<file path="config.mk">
export PLATFORM = sky130hd
export DESIGN_NAME = dic_conditioner
export DESIGN_NICKNAME = d
export VERILOG_FILES = /design/src/dic_pkg.sv /design/src/dic_conditioner.sv
export SDC_FILE = /design/constraint.sdc
export NUM_CORES = 1
export LEC_CHECK = 0
export CORE_MARGIN = 1.5
export CORE_UTILIZATION = 64
export CTS_CLUSTER_DIAMETER = 200
export DETAILED_ROUTE_END_ITERATION = 6
export DONT_BUFFER_PORTS = 1
export PLACE_DENSITY = 0.8
export SETUP_SLACK_MARGIN = 0.3
export SYNTH_ARGS = -nofsm -noshare
export SYNTH_HDL_FRONTEND = slang
export SYNTH_SLANG_ARGS = --single-unit
export TNS_END_PERCENT = 1
</file>
<file path="constraint.sdc">
create_clock -name mclk_i -period 10 [get_ports mclk_i]
set_input_delay 0.5 -clock mclk_i [delete_from_list [all_inputs] [get_ports mclk_i]]
set_output_delay 0.5 -clock mclk_i [all_outputs]
set_load 0.01 [all_outputs]
</file>
<file path="src/dic_pkg.sv">
// shared constants and types for the digital input conditioner
package dic_pkg;
   localparam int unsigned NUM_INPUTS = 8;
   localparam int unsigned CLK_HZ = 40000000;
   localparam int unsigned TICK_US = 250;
   localparam int unsigned TICK_CYCLES = (CLK_HZ / 1000000) * TICK_US;
   localparam int unsigned MAX_FILTER_US = 65000;
   localparam int unsigned MAX_TICKS = MAX_FILTER_US / TICK_US;
   localparam int unsigned TICK_CNT_W = 14;
   localparam int unsigned DEB_CNT_W = 9;
   localparam logic [TICK_CNT_W-1:0] TICK_LAST = 14'(TICK_CYCLES - 1);
   localparam logic [DEB_CNT_W-1:0] DEB_MAX = 9'(MAX_TICKS);
   localparam int unsigned FUNC_W = 3;
   localparam logic [FUNC_W-1:0] FN_OFF = 3'h0;
   localparam logic [FUNC_W-1:0] FN_GENERIC = 3'h1;
   localparam logic [FUNC_W-1:0] FN_UPPER_LIMIT = 3'h2;
   localparam logic [FUNC_W-1:0] FN_LOWER_LIMIT = 3'h3;
   localparam logic [FUNC_W-1:0] FN_HOMING = 3'h4;
   localparam logic [FUNC_W-1:0] FN_OTHER = 3'h5;
   // register map, byte addresses
   localparam logic [11:0] REG_IMAGE = 12'h000;
   localparam logic [11:0] REG_INTERVAL = 12'h004;
   localparam logic [11:0] REG_FILTER_MASK = 12'h008;
   localparam logic [11:0] REG_INVERSION = 12'h00c;
   localparam logic [11:0] REG_TERMINATION = 12'h010;
   localparam logic [11:0] REG_FUNCTION = 12'h014;
   localparam logic [11:0] REG_LIMIT_STATE = 12'h018;
   localparam logic [11:0] REG_EFF_CONFIG = 12'h01c;
   localparam logic [7:0] RST_MASK = 8'h00;
   localparam logic [DEB_CNT_W-1:0] RST_INTERVAL = 9'h000;
   localparam logic [31:0] RST_FUNCTION = 32'h00000000;
   typedef struct packed {
      logic psel;
      logic penable;
      logic pwrite;
      logic [11:0] paddr;
      logic [31:0] pwdata;
   } dic_apb_req_t;
   typedef struct packed {
      logic upper;
      logic lower;
   } dic_limit_t;
endpackage : dic_pkg

</file>
<file path="src/dic_conditioner.sv">
// digital input conditioner with apb configuration
`timescale 1ns/100ps
module dic_conditioner (
   // clock and reset
   input wire logic mclk_i,
   input wire logic sys_rst_i,
   // physical inputs
   input wire logic [7:0] din_i,
   // apb slave
   input wire logic psel_i,
   input wire logic penable_i,
   input wire logic pwrite_i,
   input wire logic [11:0] paddr_i,
   input wire logic [31:0] pwdata_i,
   output logic [31:0] prdata_o,
   output logic pready_o,
   output logic pslverr_o,
   // conditioned outputs
   output logic [7:0] input_image_o,
   output logic [7:0] line_termination_enable_o,
   output logic [1:0] travel_limit_state_o
);
   localparam int unsigned N = dic_pkg::NUM_INPUTS;
   localparam int unsigned CW = dic_pkg::DEB_CNT_W;

   dic_pkg::dic_apb_req_t req;
   assign req = '{psel: psel_i, penable: penable_i, pwrite: pwrite_i, paddr: paddr_i, pwdata: pwdata_i};

   // pins are asynchronous, two stages before use
   logic [N-1:0] sync1_q;
   logic [N-1:0] sync2_q;
   always_ff @(posedge mclk_i or posedge sys_rst_i)
   begin
      if (sys_rst_i)
      begin
         sync1_q <= '0;
         sync2_q <= '0;
      end
      else
      begin
         sync1_q <= din_i;
         sync2_q <= sync1_q;
      end
   end

   logic [dic_pkg::TICK_CNT_W-1:0] tick_cnt_q;
   logic tick_q;
   wire tick_wrap = (tick_cnt_q == dic_pkg::TICK_LAST);
   wire [dic_pkg::TICK_CNT_W-1:0] tick_cnt_d = tick_wrap ? '0 : tick_cnt_q + 1'b1;
   always_ff @(posedge mclk_i or posedge sys_rst_i)
   begin
      if (sys_rst_i)
      begin
         tick_cnt_q <= '0;
         tick_q <= 1'b0;
      end
      else
      begin
         tick_cnt_q <= tick_cnt_d;
         tick_q <= tick_wrap;
      end
   end

   // configuration registers
   logic [CW-1:0] interval_q;
   logic [N-1:0] filter_select_mask_q;
   logic [N-1:0] input_inversion_mask_q;
   logic [N-1:0] termination_q;
   logic [31:0] function_q;

   // apb decode
   wire access = req.psel & req.penable;
   wire wr_en = access & req.pwrite;
   wire sel_image = (req.paddr == dic_pkg::REG_IMAGE);
   wire sel_interval = (req.paddr == dic_pkg::REG_INTERVAL);
   wire sel_mask = (req.paddr == dic_pkg::REG_FILTER_MASK);
   wire sel_inv = (req.paddr == dic_pkg::REG_INVERSION);
   wire sel_term = (req.paddr == dic_pkg::REG_TERMINATION);
   wire sel_func = (req.paddr == dic_pkg::REG_FUNCTION);
   wire sel_limit = (req.paddr == dic_pkg::REG_LIMIT_STATE);
   wire sel_eff = (req.paddr == dic_pkg::REG_EFF_CONFIG);
   wire mapped = sel_image | sel_interval | sel_mask | sel_inv | sel_term | sel_func | sel_limit | sel_eff;
   // writes above 65 ms saturate, whole word compared
   wire [CW-1:0] interval_wr = (req.pwdata > 32'(dic_pkg::MAX_TICKS)) ? dic_pkg::DEB_MAX : req.pwdata[CW-1:0];
   // per-register write strobes
   wire wr_interval = wr_en & sel_interval;
   wire wr_mask = wr_en & sel_mask;
   wire wr_inv = wr_en & sel_inv;
   wire wr_term = wr_en & sel_term;
   wire wr_func = wr_en & sel_func;

   always_ff @(posedge mclk_i or posedge sys_rst_i)
   begin
      if (sys_rst_i)
      begin
         interval_q <= dic_pkg::RST_INTERVAL;
         filter_select_mask_q <= dic_pkg::RST_MASK;
         input_inversion_mask_q <= dic_pkg::RST_MASK;
         termination_q <= dic_pkg::RST_MASK;
         function_q <= dic_pkg::RST_FUNCTION;
      end
      else
      begin
         if (wr_interval)
            interval_q <= interval_wr;
         if (wr_mask)
            filter_select_mask_q <= req.pwdata[N-1:0];
         if (wr_inv)
            input_inversion_mask_q <= req.pwdata[N-1:0];
         if (wr_term)
            termination_q <= req.pwdata[N-1:0];
         if (wr_func)
            function_q <= req.pwdata;
      end
   end

   // per-input function decode
   logic [N-1:0] is_limit;
   logic [N-1:0] filter_allowed;
   logic [N-1:0] is_upper;
   logic [N-1:0] is_lower;
   genvar g;
   generate
      for (g = 0; g < N; g++)
      begin : g_fn
         wire [dic_pkg::FUNC_W-1:0] fn = function_q[4*g +: dic_pkg::FUNC_W];
         assign is_upper[g] = (fn == dic_pkg::FN_UPPER_LIMIT);
         assign is_lower[g] = (fn == dic_pkg::FN_LOWER_LIMIT);
         assign is_limit[g] = is_upper[g] | is_lower[g];
         wire is_generic = (fn == dic_pkg::FN_GENERIC);
         wire is_homing = (fn == dic_pkg::FN_HOMING);
         assign filter_allowed[g] = is_generic | is_limit[g] | is_homing;
      end
   endgenerate

   wire [N-1:0] eff_inversion = input_inversion_mask_q & ~is_limit;
   wire [N-1:0] eff_filter = filter_select_mask_q & filter_allowed;

   // one snapshot of the pins per tick
   logic [N-1:0] sample_q;
   logic eval_q;
   always_ff @(posedge mclk_i or posedge sys_rst_i)
   begin
      if (sys_rst_i)
      begin
         sample_q <= '0;
         eval_q <= 1'b0;
      end
      else
      begin
         if (tick_q)
            sample_q <= sync2_q;
         eval_q <= tick_q;
      end
   end

   // debounce state, one cell per input
   logic [N-1:0] stable_bits;
   logic [N-1:0] pass_through;
   logic [N-1:0] restart;
   logic [N-1:0] settled;
   logic [N-1:0] reached;
   // an interval of one tick commits on the first differing sample
   wire single_tick = (interval_q == CW'(1));
   assign pass_through = ~eff_filter | {N{interval_q == CW'(0)}};

   genvar d;
   generate
      for (d = 0; d < N; d++)
      begin : g_deb
         logic candidate_q;
         logic stable_q;
         logic [CW-1:0] deb_cnt_q;
         wire [CW-1:0] cnt_next = deb_cnt_q + CW'(1);
         assign restart[d] = (sample_q[d] != candidate_q);
         assign settled[d] = (candidate_q == stable_q);
         assign reached[d] = (cnt_next >= interval_q);
         assign stable_bits[d] = stable_q;
         // state moves only once per snapshot
         always_ff @(posedge mclk_i or posedge sys_rst_i)
         begin
            if (sys_rst_i)
            begin
               candidate_q <= 1'b0;
               stable_q <= 1'b0;
               deb_cnt_q <= '0;
            end
            else if (eval_q)
            begin
               if (pass_through[d])
               begin
                  stable_q <= sample_q[d];
                  candidate_q <= sample_q[d];
                  deb_cnt_q <= '0;
               end
               else if (restart[d])
               begin
                  candidate_q <= sample_q[d];
                  deb_cnt_q <= CW'(1);
                  if (single_tick)
                     stable_q <= sample_q[d];
               end
               else if (settled[d])
               begin
                  deb_cnt_q <= '0;
               end
               else if (reached[d])
               begin
                  stable_q <= candidate_q;
                  deb_cnt_q <= '0;
               end
               else
                  deb_cnt_q <= cnt_next;
            end
         end
      end
   endgenerate

   wire [N-1:0] image_d = stable_bits ^ eff_inversion;
   // limit state is complement of input
   wire [N-1:0] upper_engaged = is_upper & ~image_d;
   wire [N-1:0] lower_engaged = is_lower & ~image_d;
   dic_pkg::dic_limit_t limit_d;
   assign limit_d.upper = |upper_engaged;
   assign limit_d.lower = |lower_engaged;

   wire [31:0] rdata_d =
      sel_image ? {24'h000000, input_image_o} :
      sel_interval ? {23'h0, interval_q} :
      sel_mask ? {24'h000000, filter_select_mask_q} :
      sel_inv ? {24'h000000, input_inversion_mask_q} :
      sel_term ? {24'h000000, termination_q} :
      sel_func ? function_q :
      sel_limit ? {30'h0, travel_limit_state_o} :
      sel_eff ? {16'h0000, eff_filter, eff_inversion} : 32'h00000000;

   // zero wait: pready registered in setup, so it stands through the one access cycle
   wire setup_phase = req.psel & ~req.penable;
   wire refuse = setup_phase & ~mapped;
   logic ready_q;
   always_ff @(posedge mclk_i or posedge sys_rst_i)
   begin
      if (sys_rst_i)
      begin
         ready_q <= 1'b0;
         prdata_o <= '0;
         pslverr_o <= 1'b0;
      end
      else
      begin
         ready_q <= setup_phase;
         prdata_o <= rdata_d;
         pslverr_o <= refuse;
      end
   end
   assign pready_o = ready_q;

   always_ff @(posedge mclk_i or posedge sys_rst_i)
   begin
      if (sys_rst_i)
      begin
         input_image_o <= '0;
         line_termination_enable_o <= '0;
         travel_limit_state_o <= '0;
      end
      else
      begin
         input_image_o <= image_d;
         line_termination_enable_o <= termination_q;
         travel_limit_state_o <= {limit_d.upper, limit_d.lower};
      end
   end

endmodule : dic_conditioner

</file>
# Word level (Yosys, flattened, before mapping)
# Cells that the tools add are included.
op_classes:
  addsub: 9
  multipliers: 0
  div: 0
  magnitude_cmp: 9
  n_eq_ne: 73
  shift: 0
  n_mux: 98
  n_bitwise: 51
  n_reduce_logical: 36
op_table:
  columns: ["cell", "n"]
  rows:
  - ["9-bit 2-to-1 mux", 33]
  - ["32-bit 2-to-1 mux", 6]
  - ["9-bit by 1-bit adder with 9-bit output (second input constant)", 8]
  - ["9-bit >= comparator", 8]
  - ["1-bit 2-to-1 mux", 56]
  - ["12-bit by 5-bit == test with 1-bit output (second input constant)", 4]
  - ["3-bit by 2-bit == test with 1-bit output (second input constant)", 16]
  - ["8-bit bitwise AND", 4]
  - ["32-bit by 9-bit > comparator with 1-bit output (second input constant)", 1]
  - ["16-bit 2-to-1 mux", 2]
  - ["4-bit AND reduction", 8]
  - ["1-bit OR", 31]
  - ["12-bit by 4-bit == test with 1-bit output (second input constant)", 2]
  - ["3-bit by 1-bit == test with 1-bit output (second input constant)", 8]
  - ["3-bit == test (second input constant)", 8]
  - ["3-bit by 2-bit inequality test with 1-bit output (second input constant)", 8]
  - ["3-bit inequality test (second input constant)", 8]
  - ["8-bit NOT", 3]
  - ["3-bit nonzero test", 8]
  - ["2-bit AND reduction", 8]
  - ["2-bit nonzero test", 8]
  - ["8-bit OR reduction", 2]
  - ["14-bit by 1-bit adder with 14-bit output (second input constant)", 1]
  - ["14-bit == test (second input constant)", 1]
  - ["other kinds (11)", 34]
totals:
  regBits: 245
  latchBits: 0
  mem_bits_rw: 0
  rom_bits: 0
  input_bits: 57
  out_inout_bits: 52
  elab_cells: 317
  memories: 0

# Longest topological paths before layout
# Gate-level depths: netlist (run 1).
depth:
  ltp_word: 13
  depth_mapped: 12
  ltp_nobuf: 12

# Worst setup path after synthesis (run 1)
# No wires, ideal clock.
synth_timing:
  kind: "register to register"
  from: "register g_deb[7].deb_cnt_q[0]"
  to: "register g_deb[7].deb_cnt_q[5]"
  setup_ps: 65
  arrival_time_ps: 2681
  setup_slack_ps: 7254
  path_stages_with_launch: 13
  cell_sequence: "dfrtp_1 ha_1 and3_1 and3_1 nand3_1 xnor2_1 ha_1 a211oi_1 o21a_1 o31a_1 o21ai_1 o311ai_0 o21a_1"
synth_between:
  elab_chain_len: 6
synth_rtl:
  columns: ["item", "line_no", "source"]
  rows:
  - ["start: declaration", "dic_conditioner.sv:173", "logic [CW-1:0] deb_cnt_q;"]
  - ["start signal: assignment", "dic_conditioner.sv:213", "deb_cnt_q <= cnt_next;"]
  - ["9-bit by 1-bit adder with 9-bit output (*)", "dic_conditioner.sv:174", "wire [CW-1:0] cnt_next = deb_cnt_q + CW'(1);"]
  - ["9-bit >= comparator", "dic_conditioner.sv:177", "assign reached[d] = (cnt_next >= interval_q);"]
  - ["9-bit 2-to-1 mux (*)", "dic_conditioner.sv:207", "else if (reached[d])"]
  - ["9-bit 2-to-1 mux (*)", "dic_conditioner.sv:203", "else if (settled[d])"]
  - ["9-bit 2-to-1 mux (*)", "dic_conditioner.sv:196", "else if (restart[d])"]
  - ["9-bit 2-to-1 mux (*)", "dic_conditioner.sv:190", "if (pass_through[d])"]
# Every way passes the cells marked *; elsewhere a longest branch is shown, timed or not.
# A chain may end at the register's enable or synchronous reset.

# Worst setup path after layout (run 1)
layout_timing:
  from: "register interval_q[8]"
  to: "register g_deb[4].stable_q"
layout_between:
  elab_chain_len: 4
  elab_cells_between_ends: 9
  classes_between: "1 x order compare; 3 x eq/ne; 1 x mux; 1 x bitwise; 3 x reduce/logical"
layout_rtl:
  columns: ["item", "line_no", "source"]
  rows:
  - ["start: declaration", "dic_conditioner.sv:65", "logic [CW-1:0] interval_q;"]
  - ["start signal: assignment", "dic_conditioner.sv:96", "interval_q <= dic_pkg::RST_INTERVAL;"]
  - ["start signal: assignment", "dic_conditioner.sv:105", "interval_q <= interval_wr;"]
  - ["branches (longest 4 deep; another with 9-bit >= comparator)", null, null]
  - ["end signal: assignment", "dic_conditioner.sv:192", "stable_q <= sample_q[d];"]
  - ["end signal: assignment", "dic_conditioner.sv:201", "stable_q <= sample_q[d];"]
  - ["end signal: assignment", "dic_conditioner.sv:209", "stable_q <= candidate_q;"]
  - ["end: declaration", "dic_conditioner.sv:172", "logic stable_q;"]
# Several ways; the timed one is not identified.

==> results of run 1 <==
## power groups by stage
stage | clock network [mW] | registers (mW) | logic (mW)
floorplan | 0 | 1.02 | 0.0284
global placement | 0 | 1.02 | 0.0327
detailed placement | 0 | 1.02 | 0.0329
CTS | 1.11 | 0.997 | 0.0359
global route | 1.16 | 0.997 | 0.0407
finish | 1.11 | 0.997 | 0.0351
## metal layers
layer / routed length [um] / vias to the layer above / share of wire (%) / track usage [%]
met5: 0 / - / 0 / 0
met4: 938 / 0 / 2.8 / 9.406
met3: 2524 / 68 / 7.5 / 5.521
met2: 15400 / 399 / 46 / 48.71
met1: 14650 / 5045 / 44 / 44.09
li1: - / 4736 / - / -
## state kept, by name, summed over array words and instances (netlist names), 2 cells and up
signal and count:
sync2_q 8, sync1_q 8, tick_cnt_q 14, input_image_o 8
sample_q 8, travel_limit_state_o 2, termination_q 8, input_inversion_mask_q 8
g_deb.deb_cnt_q 72, filter_select_mask_q 8, g_deb.candidate_q 8, function_q 32
line_termination_enable_o 8, interval_q 9, prdata_o 32, g_deb.stable_q 8
## worst max-delay path, cell delays in order (launching register included)
cell                      delay (ps)
sky130_fd_sc_hd__dfrtp_1         430
sky130_fd_sc_hd__nor4_2          870
sky130_fd_sc_hd__nand3_1         870
sky130_fd_sc_hd__a21oi_1         360
sky130_fd_sc_hd__a31oi_1          90
sky130_fd_sc_hd__o32a_1          350
sky130_fd_sc_hd__o221a_2         260
## cells by family after synthesis
group / synth area share (%)
AND/OR/NAND/NOR: 14.22
AO/OA/AOI/OAI: 16.68
flip-flops: 45.39
adder cells (fa/ha/maj): 8.986
XOR/XNOR: 5.447
buffers and inverters: 2.409
multiplexers: 6.864
## stage by stage
step	instances	power, mW	cell area, sq um
2_1_floorplan	1277	1.044	13510
3_3_place_gp	1508	1.048	13710
3_5_place_dp	1508	1.048	13710
4_1_cts	1565	2.148	14810
5_1_grt	1565	2.195	14810
6_report	1565	2.138	14810
## how the worst max path moves through the flow
stage,cells after the start,slack [ps],to,from
floorplan,1,2770,eval_q,sys_rst_i
global placement,6,6870,g_deb[4].stable_q,interval_q[8]
detailed placement,6,6780,g_deb[4].stable_q,interval_q[8]
CTS,6,6770,g_deb[4].stable_q,interval_q[8]
global route,6,6470,g_deb[4].stable_q,interval_q[8]
finish,6,6670,g_deb[4].stable_q,interval_q[8]
## cells in the final DEF (no fill, tap or decap), types with 8 or more instances in the layout
cell	n
sky130_fd_sc_hd__nand3_1	70
sky130_fd_sc_hd__a21oi_1	40
sky130_fd_sc_hd__or3_1	9
sky130_fd_sc_hd__mux2i_1	12
sky130_fd_sc_hd__nand4_1	10
sky130_fd_sc_hd__and2_1	19
sky130_fd_sc_hd__a31oi_1	19
sky130_fd_sc_hd__o221a_2	8
sky130_fd_sc_hd__a22o_1	36
sky130_fd_sc_hd__mux2_2	59
sky130_fd_sc_hd__xnor2_1	46
sky130_fd_sc_hd__xor2_1	38
sky130_fd_sc_hd__o21ai_0	57
sky130_fd_sc_hd__nor2_1	86
sky130_fd_sc_hd__nor3_1	26
sky130_fd_sc_hd__nor3b_1	10
sky130_fd_sc_hd__o211ai_1	9
sky130_fd_sc_hd__a211oi_1	23
sky130_fd_sc_hd__nand2b_1	20
sky130_fd_sc_hd__inv_1	34
sky130_fd_sc_hd__o21a_1	32
sky130_fd_sc_hd__o22ai_1	8
sky130_fd_sc_hd__and3_1	33
sky130_fd_sc_hd__mux2_4	8
sky130_fd_sc_hd__nand2_1	58
sky130_fd_sc_hd__dlygate4sd3_1	9
sky130_fd_sc_hd__o311ai_0	15
sky130_fd_sc_hd__clkbuf_16	26
sky130_fd_sc_hd__ha_1	97
sky130_fd_sc_hd__dfrtp_1	245
sky130_fd_sc_hd__nor4_1	10
## final cells by class
class                           instances  area (sq um)
Clock inverter                         17         302.8
Sequential cell                       245          6131
Clock buffer                           31         699.4
Inverter                               36         142.6
Timing Repair Buffer                   16         142.6
Fill cell                            1468          5688
Tap cell                              270         337.8
Multi-Input combinational cell        950          7051
## timing repair
item,in CTS,in global routing
hold buffers,9,0
hold endpoints to repair,91,0
resized for setup,0,0
==> metrics.log, run 1 <==
[metrics] synthesized instance count: 1277
[metrics] count of input and output buffers: 0
[metrics] CP max FO: 24
[metrics] post-synthesis instance area: 13510 sq um
[metrics] Logic pwr share: ~1.6%
[metrics] initial standard-cell utilization of the core: 65.90%
[metrics] Switch Pwr: 0.4480 mW
[metrics] Switching Share: 20.95%
[metrics] Power Dens Cells: 144.4 nW/um^2
[metrics] end-of-flow core utilization: 72.25%
[metrics] CTS tree: built
[metrics] number of sinks on the clock net: ~250
[metrics] Clock Root Buffer: sky130_fd_sc_hd__clkbuf_16
[metrics] number of buffers created by CTS: 26
[metrics] overall routing resource usage: between 30% and 40%
[metrics] CP Launch Type: register
[metrics] slew at the pin closest to its max-slew limit: 1184 ps
[metrics] global-route wire length before repair: 53710 um
[metrics] antenna violations before repair: 1
[metrics] clock slew seen by the registers of the worst setup and hold paths: 70 ps
[metrics] Detailed Route WL: between 30000 and 40000 um
[metrics] die area: 21980 sq um
[metrics] count of nets after finishing: between 1k and 1.5k
[metrics] unrepaired setup endpoints after global routing: false
[metrics] outcome: finished, final reports clean
[metrics] DRT iter0 DRCs: 928
[metrics] top flip-flop cell by instance count after synthesis: sky130_fd_sc_hd__dfrtp_1
[metrics] Final Critical Period: 3329 ps
[metrics] Worst Path Required: 10440 ps
[metrics] DRC errors left: 0
[metrics] Std-Cell Rows: 52
[metrics] share of power burned in the clock network: 51.7%
[metrics] worst-case headroom to the max-slew limit: 20.58%
[metrics] share of total power in sequential cells: 46.6%
[metrics] count of unique library cells instantiated by Yosys: 65
[metrics] Synth async-reset ratio: 100.0%
[metrics] internal power: 1.690 mW
[metrics] worst-case vdd ir drop: 249.7 uV
[metrics] vias per cell: roughly 6.5
[metrics] area of the core: 20490 sq um
[metrics] highest clock frequency the design can meet: 0.3004 GHz
[metrics] static leakage power: 7.216 nW
[metrics] share of final-layout standard cells stronger than drive strength 1: 11.81%
[metrics] sequential area share after synthesis: 45.39%
[metrics] routed length per instance: 21.41 um
[metrics] number of global-route vias before repair: 10.06k
[metrics] post-placement setup slack: 6784 ps
[metrics] most frequently used cell type in the post-synthesis netlist: sky130_fd_sc_hd__dfrtp_1
[metrics] Initial DRT Pass Iterations: 5
[metrics] Maximum Capacitance Violations: 0
[metrics] relative area change from synthesis to final layout: 9.625%
[metrics] origin of the critical flop-to-flop path: interval_q[8]
[metrics] endpoint kind of the worst setup timing path: register
[metrics] number of synthesized flops with an enable pin: 0
[metrics] cell types occupying the most area after synthesis: sky130_fd_sc_hd__dfrtp_1, sky130_fd_sc_hd__ha_1, sky130_fd_sc_hd__mux2_2, sky130_fd_sc_hd__xnor2_1, sky130_fd_sc_hd__nand3_1
[metrics] number of instances on the worst hold path: 1
[metrics] via count of the routed design: 10.25k
[metrics] fraction of post-synthesis cell area in the top cell type by area: 45.39%
[metrics] count of nets left with antenna violations after detail routing: 0
[metrics] total half-perimeter wirelength after legalization and detailed placement: between 20000 and 25000 um
[metrics] latest clock arrival within the worst-skew pair: 550 ps
[metrics] count of boundary I/O pins: 109
[metrics] slack of the critical path: 6671 ps
[metrics] number of synthesized register bits: 245
[metrics] cell type contributing the most total cell area after synthesis: sky130_fd_sc_hd__dfrtp_1
[metrics] part of the cycle the worst path needs: 33.29%
[metrics] final number of max-transition violations: 0
[metrics] final worst hold slack: approximately 40 ps
[metrics] final weighted congestion in routability-driven placement: between 0.9 and 1
[metrics] CTS H-Tree Depth: 1
[metrics] Die Y-Extent: around 150 um
[metrics] worst clock skew on the final layout: 12.25 ps
[metrics] total count of hold-check failures in the final report: 0
[metrics] Remaining Overflow, GRT: 0
[metrics] Mapped Nets: 1431
[metrics] total number of yosys warnings: 0
[metrics] post-CTS setup repair buffer count: 0
[metrics] setup violators final: 0
[metrics] setup TNS after final layout: 0 ps
[metrics] buffer levels on the longest clock path: 3
[metrics] Data arrival, critical path: 3770 ps
[metrics] pin count of the biggest net entering global routing: 87
[metrics] overall die width: 148.3 um
[metrics] Worst Min Path Start: penable_i
[metrics] Reg2Reg Depth: 6
[metrics] most used standard cells in the synthesized netlist: sky130_fd_sc_hd__dfrtp_1, sky130_fd_sc_hd__ha_1, sky130_fd_sc_hd__nor2_1
[metrics] average cell area after synthesis: ~11 sq um
[metrics] total inserted antenna cells: 0
[metrics] worst flop-to-flop path endpoint: g_deb[4].stable_q
[metrics] type of the worst setup path: reg -> reg
[metrics] worst hold path type: in -> reg
[metrics] Worst Hold Endpoint: pready_o
[metrics] slack of the worst reg-to-reg path: approximately 6700 ps
(Power assumes the default switching activity.)
==> inputs of run 2 (changes only) <==
--- a/config.mk
+++ b/config.mk
@@ -6,11 +6,11 @@
 export NUM_CORES = 1
 export LEC_CHECK = 0
 export CORE_MARGIN = 1.5
-export CORE_UTILIZATION = 64
+export CORE_UTILIZATION = 58
 export CTS_CLUSTER_DIAMETER = 200
 export DETAILED_ROUTE_END_ITERATION = 6
 export DONT_BUFFER_PORTS = 1
-export PLACE_DENSITY = 0.8
+export PLACE_DENSITY = 0.76
 export SETUP_SLACK_MARGIN = 0.3
 export SYNTH_ARGS = -nofsm -noshare
 export SYNTH_HDL_FRONTEND = slang
==> constraint.sdc (replaced) <==
create_clock -name mclk_i -period 3 [get_ports mclk_i]
set_input_delay 0.15 -clock mclk_i [delete_from_list [all_inputs] [get_ports mclk_i]]
set_output_delay 0.15 -clock mclk_i [all_outputs]
set_load 0.01 [all_outputs]
==> metrics.log, run 2 (synthesis results as in run 1) <==
[metrics] worst clock skew on the final layout: 27.78 ps
[metrics] Clock Root Buffer: sky130_fd_sc_hd__clkbuf_16
[metrics] worst flop-to-flop path endpoint: g_deb[4].stable_q
[metrics] Final Critical Period: 2841 ps
[metrics] Die Y-Extent: 155.6 um
[metrics] CP max FO: 5
[metrics] buffer levels on the longest clock path: 3
[metrics] most frequent cells in the layout: sky130_fd_sc_hd__dfrtp_1, sky130_fd_sc_hd__ha_1, sky130_fd_sc_hd__nor2_1, sky130_fd_sc_hd__nand3_1, sky130_fd_sc_hd__mux2_2
[metrics] count of nets left with antenna violations after detail routing: 0
[metrics] endpoint kind of the worst setup timing path: register
[metrics] total count of hold-check failures in the final report: 0
[metrics] CP Launch Type: register
[metrics] Cells after DPL: 1571
[metrics] latest clock arrival within the worst-skew pair: about 560 ps
[metrics] slack of the worst reg-to-reg path: 160 ps
[metrics] count of nets after finishing: 1504
[metrics] Maximum Capacitance Violations: 0
[metrics] via count of the routed design: 10.69k
[metrics] fin cells: 1680
[metrics] setup violators final: 0
[metrics] number of instances on the worst hold path: 4
[metrics] number of buffers created by CTS: 26
[metrics] routed length per instance: 21.00 um
[metrics] type of the worst setup path: reg -> reg
[metrics] Data arrival, critical path: 3290 ps
[metrics] share of power burned in the clock network: 48.2%
[metrics] Switching Share: 22.26%
[metrics] Std-Cell Rows: 55
[metrics] CTS H-Tree Depth: 1
[metrics] Detailed Route WL: roughly 35000 um
[metrics] unrepaired setup endpoints after global routing: true
[metrics] slack of the critical path: 159.3 ps
[metrics] total inserted antenna cells: 0
[metrics] relative area change from synthesis to final layout: 16.13%
[metrics] number of fillers in the final layout: 1655
[metrics] part of the cycle the worst path needs: 94.69%
[metrics] antenna violations before repair: 0
[metrics] Buf+Inv Stages, Crit Path: 1
[metrics] Initial DRT Pass Iterations: 5
[metrics] end-of-flow core utilization: 68.86%
[metrics] worst-case vdd ir drop: just over 500 uV
[metrics] Worst Min Path Start: paddr_i[4]
[metrics] area of the core: 22780 sq um
[metrics] number of global-route vias before repair: 10.52k
[metrics] outcome: finished, final reports clean
[metrics] Logic pwr share: 3.0%
[metrics] count of boundary I/O pins: 109
[metrics] Power Dens Cells: roughly 430 nW/um^2
[metrics] vias per cell: 6.361
[metrics] post-placement setup slack: -53.81 ps
[metrics] Worst Hold Endpoint: prdata_o[8]
[metrics] DRT iter0 DRCs: between 600 and 700
[metrics] largest registers: g_deb.deb_cnt_q x72, function_q x32, prdata_o x32
[metrics] initial standard-cell utilization of the core: about three fifths
[metrics] largest delay contributor family on the critical path: compound AO/OA/AOI/OAI gates
[metrics] count of input and output buffers: 0
[metrics] share of final-layout standard cells stronger than drive strength 1: 16.53%
[metrics] overall routing resource usage: 29.50%
[metrics] largest incremental delay on the critical path: around 430 ps
[metrics] static leakage power: 7.546 nW
[metrics] origin of the critical flop-to-flop path: g_deb[4].deb_cnt_q[0]
[metrics] Worst Path Required: 3450 ps
[metrics] final number of max-transition violations: 0
[metrics] share of total power in sequential cells: 48.9%
[metrics] most common cell after layout, fill and taps aside: sky130_fd_sc_hd__dfrtp_1
[metrics] number of flip-flops under the largest register name: slightly above 70
[metrics] internal power: 5.286 mW
[metrics] highest clock frequency the design can meet: 0.3520 GHz
[metrics] pin count of the biggest net entering global routing: 66
[metrics] Remaining Overflow, GRT: 0
[metrics] final weighted congestion in routability-driven placement: 0.9275
[metrics] clock slew seen by the registers of the worst setup and hold paths: 70 ps
[metrics] Switch Pwr: about 1.5 mW
[metrics] die area: 24210 sq um
[metrics] critical-path cell list: buf_6 > and3_1 > nand3_2 > xnor2_2 > ha_1 > and4_1 > o21ai_0 > o211ai_1 > nand2_1 > o32a_1 > o221a_2
[metrics] DRC errors left: 0
[metrics] slew at the pin closest to its max-slew limit: 928.5 ps
[metrics] Reg2Reg Depth: 11
[metrics] number of sinks on the clock net: 245
[metrics] total power draw: between 6 and 7 mW
[metrics] overall die width: 155.6 um
[metrics] register with the most flip-flops: g_deb.deb_cnt_q
[metrics] crit path max-delay cell type: sky130_fd_sc_hd__o211ai_1
[metrics] CTS tree: built
[metrics] worst-case headroom to the max-slew limit: 37.97%
[metrics] total half-perimeter wirelength after legalization and detailed placement: approximately 23000 um
[metrics] worst hold path type: in -> reg
[metrics] global-route wire length before repair: 56130 um
-- run 2: area by class of cell --
type / instances / area [sq um] / share of cell area, %
multi-input cells: 950 / 7266 / 46.32
clock inverters: 13 / 156.4 / 0.9971
repair buffers: 91 / 874.6 / 5.576
flip-flops and latches: 245 / 6135 / 39.11
well taps: 313 / 391.6 / 2.497
clock buffers: 32 / 723.2 / 4.611
inverters: 36 / 138.9 / 0.8855
-- run 2: worst max path at each step --
stage,end,from,slack [ps],cells after the start
2_1_floorplan,eval_q,sys_rst_i,-370,1
3_3_place_gp,g_deb[7].deb_cnt_q[5],g_deb[7].deb_cnt_q[1],70,12
3_5_place_dp,g_deb[7].deb_cnt_q[3],g_deb[7].deb_cnt_q[1],-50,12
4_1_cts,g_deb[0].deb_cnt_q[6],g_deb[0].deb_cnt_q[1],270,11
5_1_grt,g_deb[4].deb_cnt_q[6],g_deb[4].deb_cnt_q[0],-30,12
6_report,g_deb[4].stable_q,g_deb[4].deb_cnt_q[0],160,11
-- run 2: per-stage QoR --
stage                     instance area, sq um  TNS (ps)  hold WS, ps
after floorplan                          13510    -90100        181.4
after global placement                   13980         0        181.5
after detailed placement                 13980    -288.5        181.5
after CTS                                15580         0        1.476
after global routing                     15690    -52.40        37.11
final                                    15690         0        21.02
-- run 2: power by group through the flow --
stage          clock, mW  sequential, mW  combinational (mW)
2_1_floorplan          0            3.38              0.0953
3_3_place_gp           0            3.38               0.121
3_5_place_dp           0            3.39               0.124
4_1_cts             3.32            3.32               0.200
5_1_grt             3.43            3.32               0.221
6_report            3.27            3.32               0.201
-- run 2: routing by layer --
layer | track usage (%) | part of all wire, %
met5 | 0 | 0
met4 | 12.24 | 4.2
met3 | 6.083 | 7.8
met2 | 47.26 | 47
met1 | 39.29 | 41
-- run 2: repair_timing --
item,4_1_cts,5_1_grt
hold buffers,50,0
gates resized for setup,50,14
pin swaps,13,8
hold endpoints to repair,121,0
setup buffers,9,5
setup endpoints to repair,74,79
-- run 2: worst register-to-register path, cell delays in order (launching register included) --
cell and delay [ps]:
sky130_fd_sc_hd__dfrtp_1 420, sky130_fd_sc_hd__buf_6 130, sky130_fd_sc_hd__and3_1 170, sky130_fd_sc_hd__nand3_2 130, sky130_fd_sc_hd__xnor2_2 170, sky130_fd_sc_hd__ha_1 300
sky130_fd_sc_hd__and4_1 180, sky130_fd_sc_hd__o21ai_0 80, sky130_fd_sc_hd__o211ai_1 430, sky130_fd_sc_hd__nand2_1 110, sky130_fd_sc_hd__o32a_1 340, sky130_fd_sc_hd__o221a_2 260
==> inputs of run 3 (changes only) <==
--- a/config.mk
+++ b/config.mk
@@ -10,6 +10,7 @@
 export CTS_CLUSTER_DIAMETER = 200
 export DETAILED_ROUTE_END_ITERATION = 6
 export DONT_BUFFER_PORTS = 1
+export HOLD_SLACK_MARGIN = 0.12
 export PLACE_DENSITY = 0.76
 export SETUP_SLACK_MARGIN = 0.3
 export SYNTH_ARGS = -nofsm -noshare
==> metrics.log, run 3 (synthesis results as in run 1) <==
[metrics] largest incremental delay on the critical path: about 440 ps
[metrics] post-placement setup slack: -53.81 ps
[metrics] overall routing resource usage: 30.12%
[metrics] largest registers: g_deb.deb_cnt_q x72, function_q x32, prdata_o x32
[metrics] via count of the routed design: ~11k
[metrics] Worst Path Required: 3440 ps
[metrics] number of sinks on the clock net: 245
[metrics] endpoint kind of the worst setup timing path: register
[metrics] Data arrival, critical path: 3290 ps
[metrics] worst-case vdd ir drop: 507.8 uV
[metrics] count of boundary I/O pins: 109
[metrics] pin count of the biggest net entering global routing: 66
[metrics] static leakage power: 7.652 nW
[metrics] Clock Root Buffer: sky130_fd_sc_hd__clkbuf_16
[metrics] Final Critical Period: 2852 ps
[metrics] slack of the worst reg-to-reg path: 150 ps
[metrics] relative area change from synthesis to final layout: 17.61%
[metrics] Detailed Route WL: approximately 36000 um
[metrics] slew at the pin closest to its max-slew limit: just over 900 ps
[metrics] Remaining Overflow, GRT: 0
[metrics] type of the worst setup path: reg -> reg
[metrics] DRT iter0 DRCs: 715
[metrics] Final Instance Area: 15890 sq um
[metrics] part of the cycle the worst path needs: 95.07%
[metrics] Maximum Capacitance Violations: 0
[metrics] worst-case headroom to the max-slew limit: 37.68%
[metrics] number of flip-flops under the largest register name: 72
[metrics] setup violators final: 0
[metrics] Cells after DPL: around 1.6k
[metrics] Initial DRT Pass Iterations: 5
[metrics] buffer levels on the longest clock path: 3
[metrics] critical-path cell list: buf_6 > and3_1 > nand3_2 > xnor2_2 > ha_1 > and4_1 > o21ai_0 > o211ai_1 > nand2_1 > o32a_1 > o221a_2
[metrics] largest delay contributor family on the critical path: compound AO/OA/AOI/OAI gates
[metrics] overall die width: 155.6 um
[metrics] highest clock frequency the design can meet: 0.3506 GHz
[metrics] number of global-route vias before repair: between 10k and 15k
[metrics] CP max FO: 5
[metrics] worst clock skew on the final layout: 23.48 ps
[metrics] die area: 24210 sq um
[metrics] DRC errors left: 0
[metrics] count of nets left with antenna violations after detail routing: 0
[metrics] final weighted congestion in routability-driven placement: 0.9275
[metrics] vias per cell: 6.423
[metrics] initial standard-cell utilization of the core: 59.30%
[metrics] number of fillers in the final layout: 1623
[metrics] clock slew seen by the registers of the worst setup and hold paths: 60 ps
[metrics] CTS tree: built
[metrics] antenna violations before repair: 0
[metrics] area of the core: 22780 sq um
[metrics] count of nets after finishing: 1523
[metrics] total half-perimeter wirelength after legalization and detailed placement: 23370 um
[metrics] Post-Place Cell Area: 13980 sq um
[metrics] Power Dens Cells: 429.4 nW/um^2
[metrics] unrepaired setup endpoints after global routing: true
[metrics] most frequent cells in the layout: sky130_fd_sc_hd__dfrtp_1, sky130_fd_sc_hd__ha_1, sky130_fd_sc_hd__nor2_1, sky130_fd_sc_hd__dlygate4sd3_1, sky130_fd_sc_hd__nand3_1
[metrics] worst hold path type: in -> reg
[metrics] CP Launch Type: register
[metrics] count of input and output buffers: 0
[metrics] slack of the critical path: 148.0 ps
[metrics] most common cell after layout, fill and taps aside: sky130_fd_sc_hd__dfrtp_1
[metrics] register with the most flip-flops: g_deb.deb_cnt_q
[metrics] routed length per instance: 21.20 um
[metrics] Std-Cell Rows: 55
[metrics] share of final-layout standard cells stronger than drive strength 1: 16.38%
[metrics] total inserted antenna cells: 0
[metrics] Die Y-Extent: around 160 um
[metrics] fin cells: 1699
[metrics] final number of max-transition violations: 0
[metrics] Buf+Inv Stages, Crit Path: 1
[metrics] crit path max-delay cell type: sky130_fd_sc_hd__o211ai_1
[metrics] latest clock arrival within the worst-skew pair: around 560 ps
[metrics] total count of hold-check failures in the final report: 0
[metrics] number of buffers created by CTS: 26
[metrics] global-route wire length before repair: 57340 um
[metrics] outcome: finished, final reports clean
[metrics] CTS H-Tree Depth: 1
==> run 3: cell count changes in the layout (fill, tap and decap cells not counted) <==
cell,previous run,this run
sky130_fd_sc_hd__buf_12,5,6
sky130_fd_sc_hd__dlygate4sd3_1,50,68
==> run 3: report_power, final <==
part           internal (mW)  switching [mW]  total [mW]
registers               3.32         0.00659        3.32
clock network           1.90            1.38        3.28
logic                 0.0802           0.138       0.218
total                   5.29            1.53        6.82
==> run 3: path summary, 6_finish.rpt <==
check / start / endpoint / depth (start not counted)
worst max-delay path: g_deb[4].deb_cnt_q[0] / g_deb[4].stable_q / 11
worst min-delay path: din_i[3] / sync1_q[3] / 1
worst max register to register: g_deb[4].deb_cnt_q[0] / g_deb[4].stable_q / 11
worst min register to register: sync1_q[1] / sync2_q[1] / 0
max in group asynchronous: sys_rst_i / tick_cnt_q[4] / 3
min in group asynchronous: sys_rst_i / g_deb[0].deb_cnt_q[6] / 2
==> run 3: final cells by class <==
cell class	count	area, sq um	area share [%]
multi-input combinational	950	7266	45.74
sequential	245	6135	38.62
timing repair buffer	110	1075	6.766
clock buffer	32	723.2	4.553
tap	313	391.6	2.465
clock inverter	13	156.4	0.9846
inverter	36	138.9	0.8743
==> run 3: what timing repair did <==
action	in CTS	in global routing
buffers inserted	9	5
pin swaps	13	8
setup endpoints to repair	74	81
endpoints found under the hold margin	124	0
hold buffers	69	0
resized for setup	50	14
==> run 3: layer usage <==
| metal | wire (um) | global-route usage, % | vias up |
|---|---|---|---|
| li1 | - | - | 4926 |
| met1 | 14980 | 40.81 | 5382 |
| met2 | 16500 | 47.24 | 477 |
| met3 | 2688 | 5.083 | 127 |
| met4 | 1853 | 14.83 | 0 |
| met5 | 0 | 0 | - |
==> run 3: per-stage QoR <==
step | hold WS [ps] | power [mW] | TNS [ps] | utilization [%]
2_1_floorplan | 181.4 | 3.480 | -90100 | -
3_3_place_gp | 181.5 | 3.506 | 0 | 61.36
3_5_place_dp | 181.5 | 3.509 | -288.5 | 61.36
4_1_cts | 121.1 | 6.860 | 0 | 69.28
5_1_grt | 130.9 | 6.993 | -52.48 | 69.74
6_report | 145.8 | 6.821 | 0 | 69.74
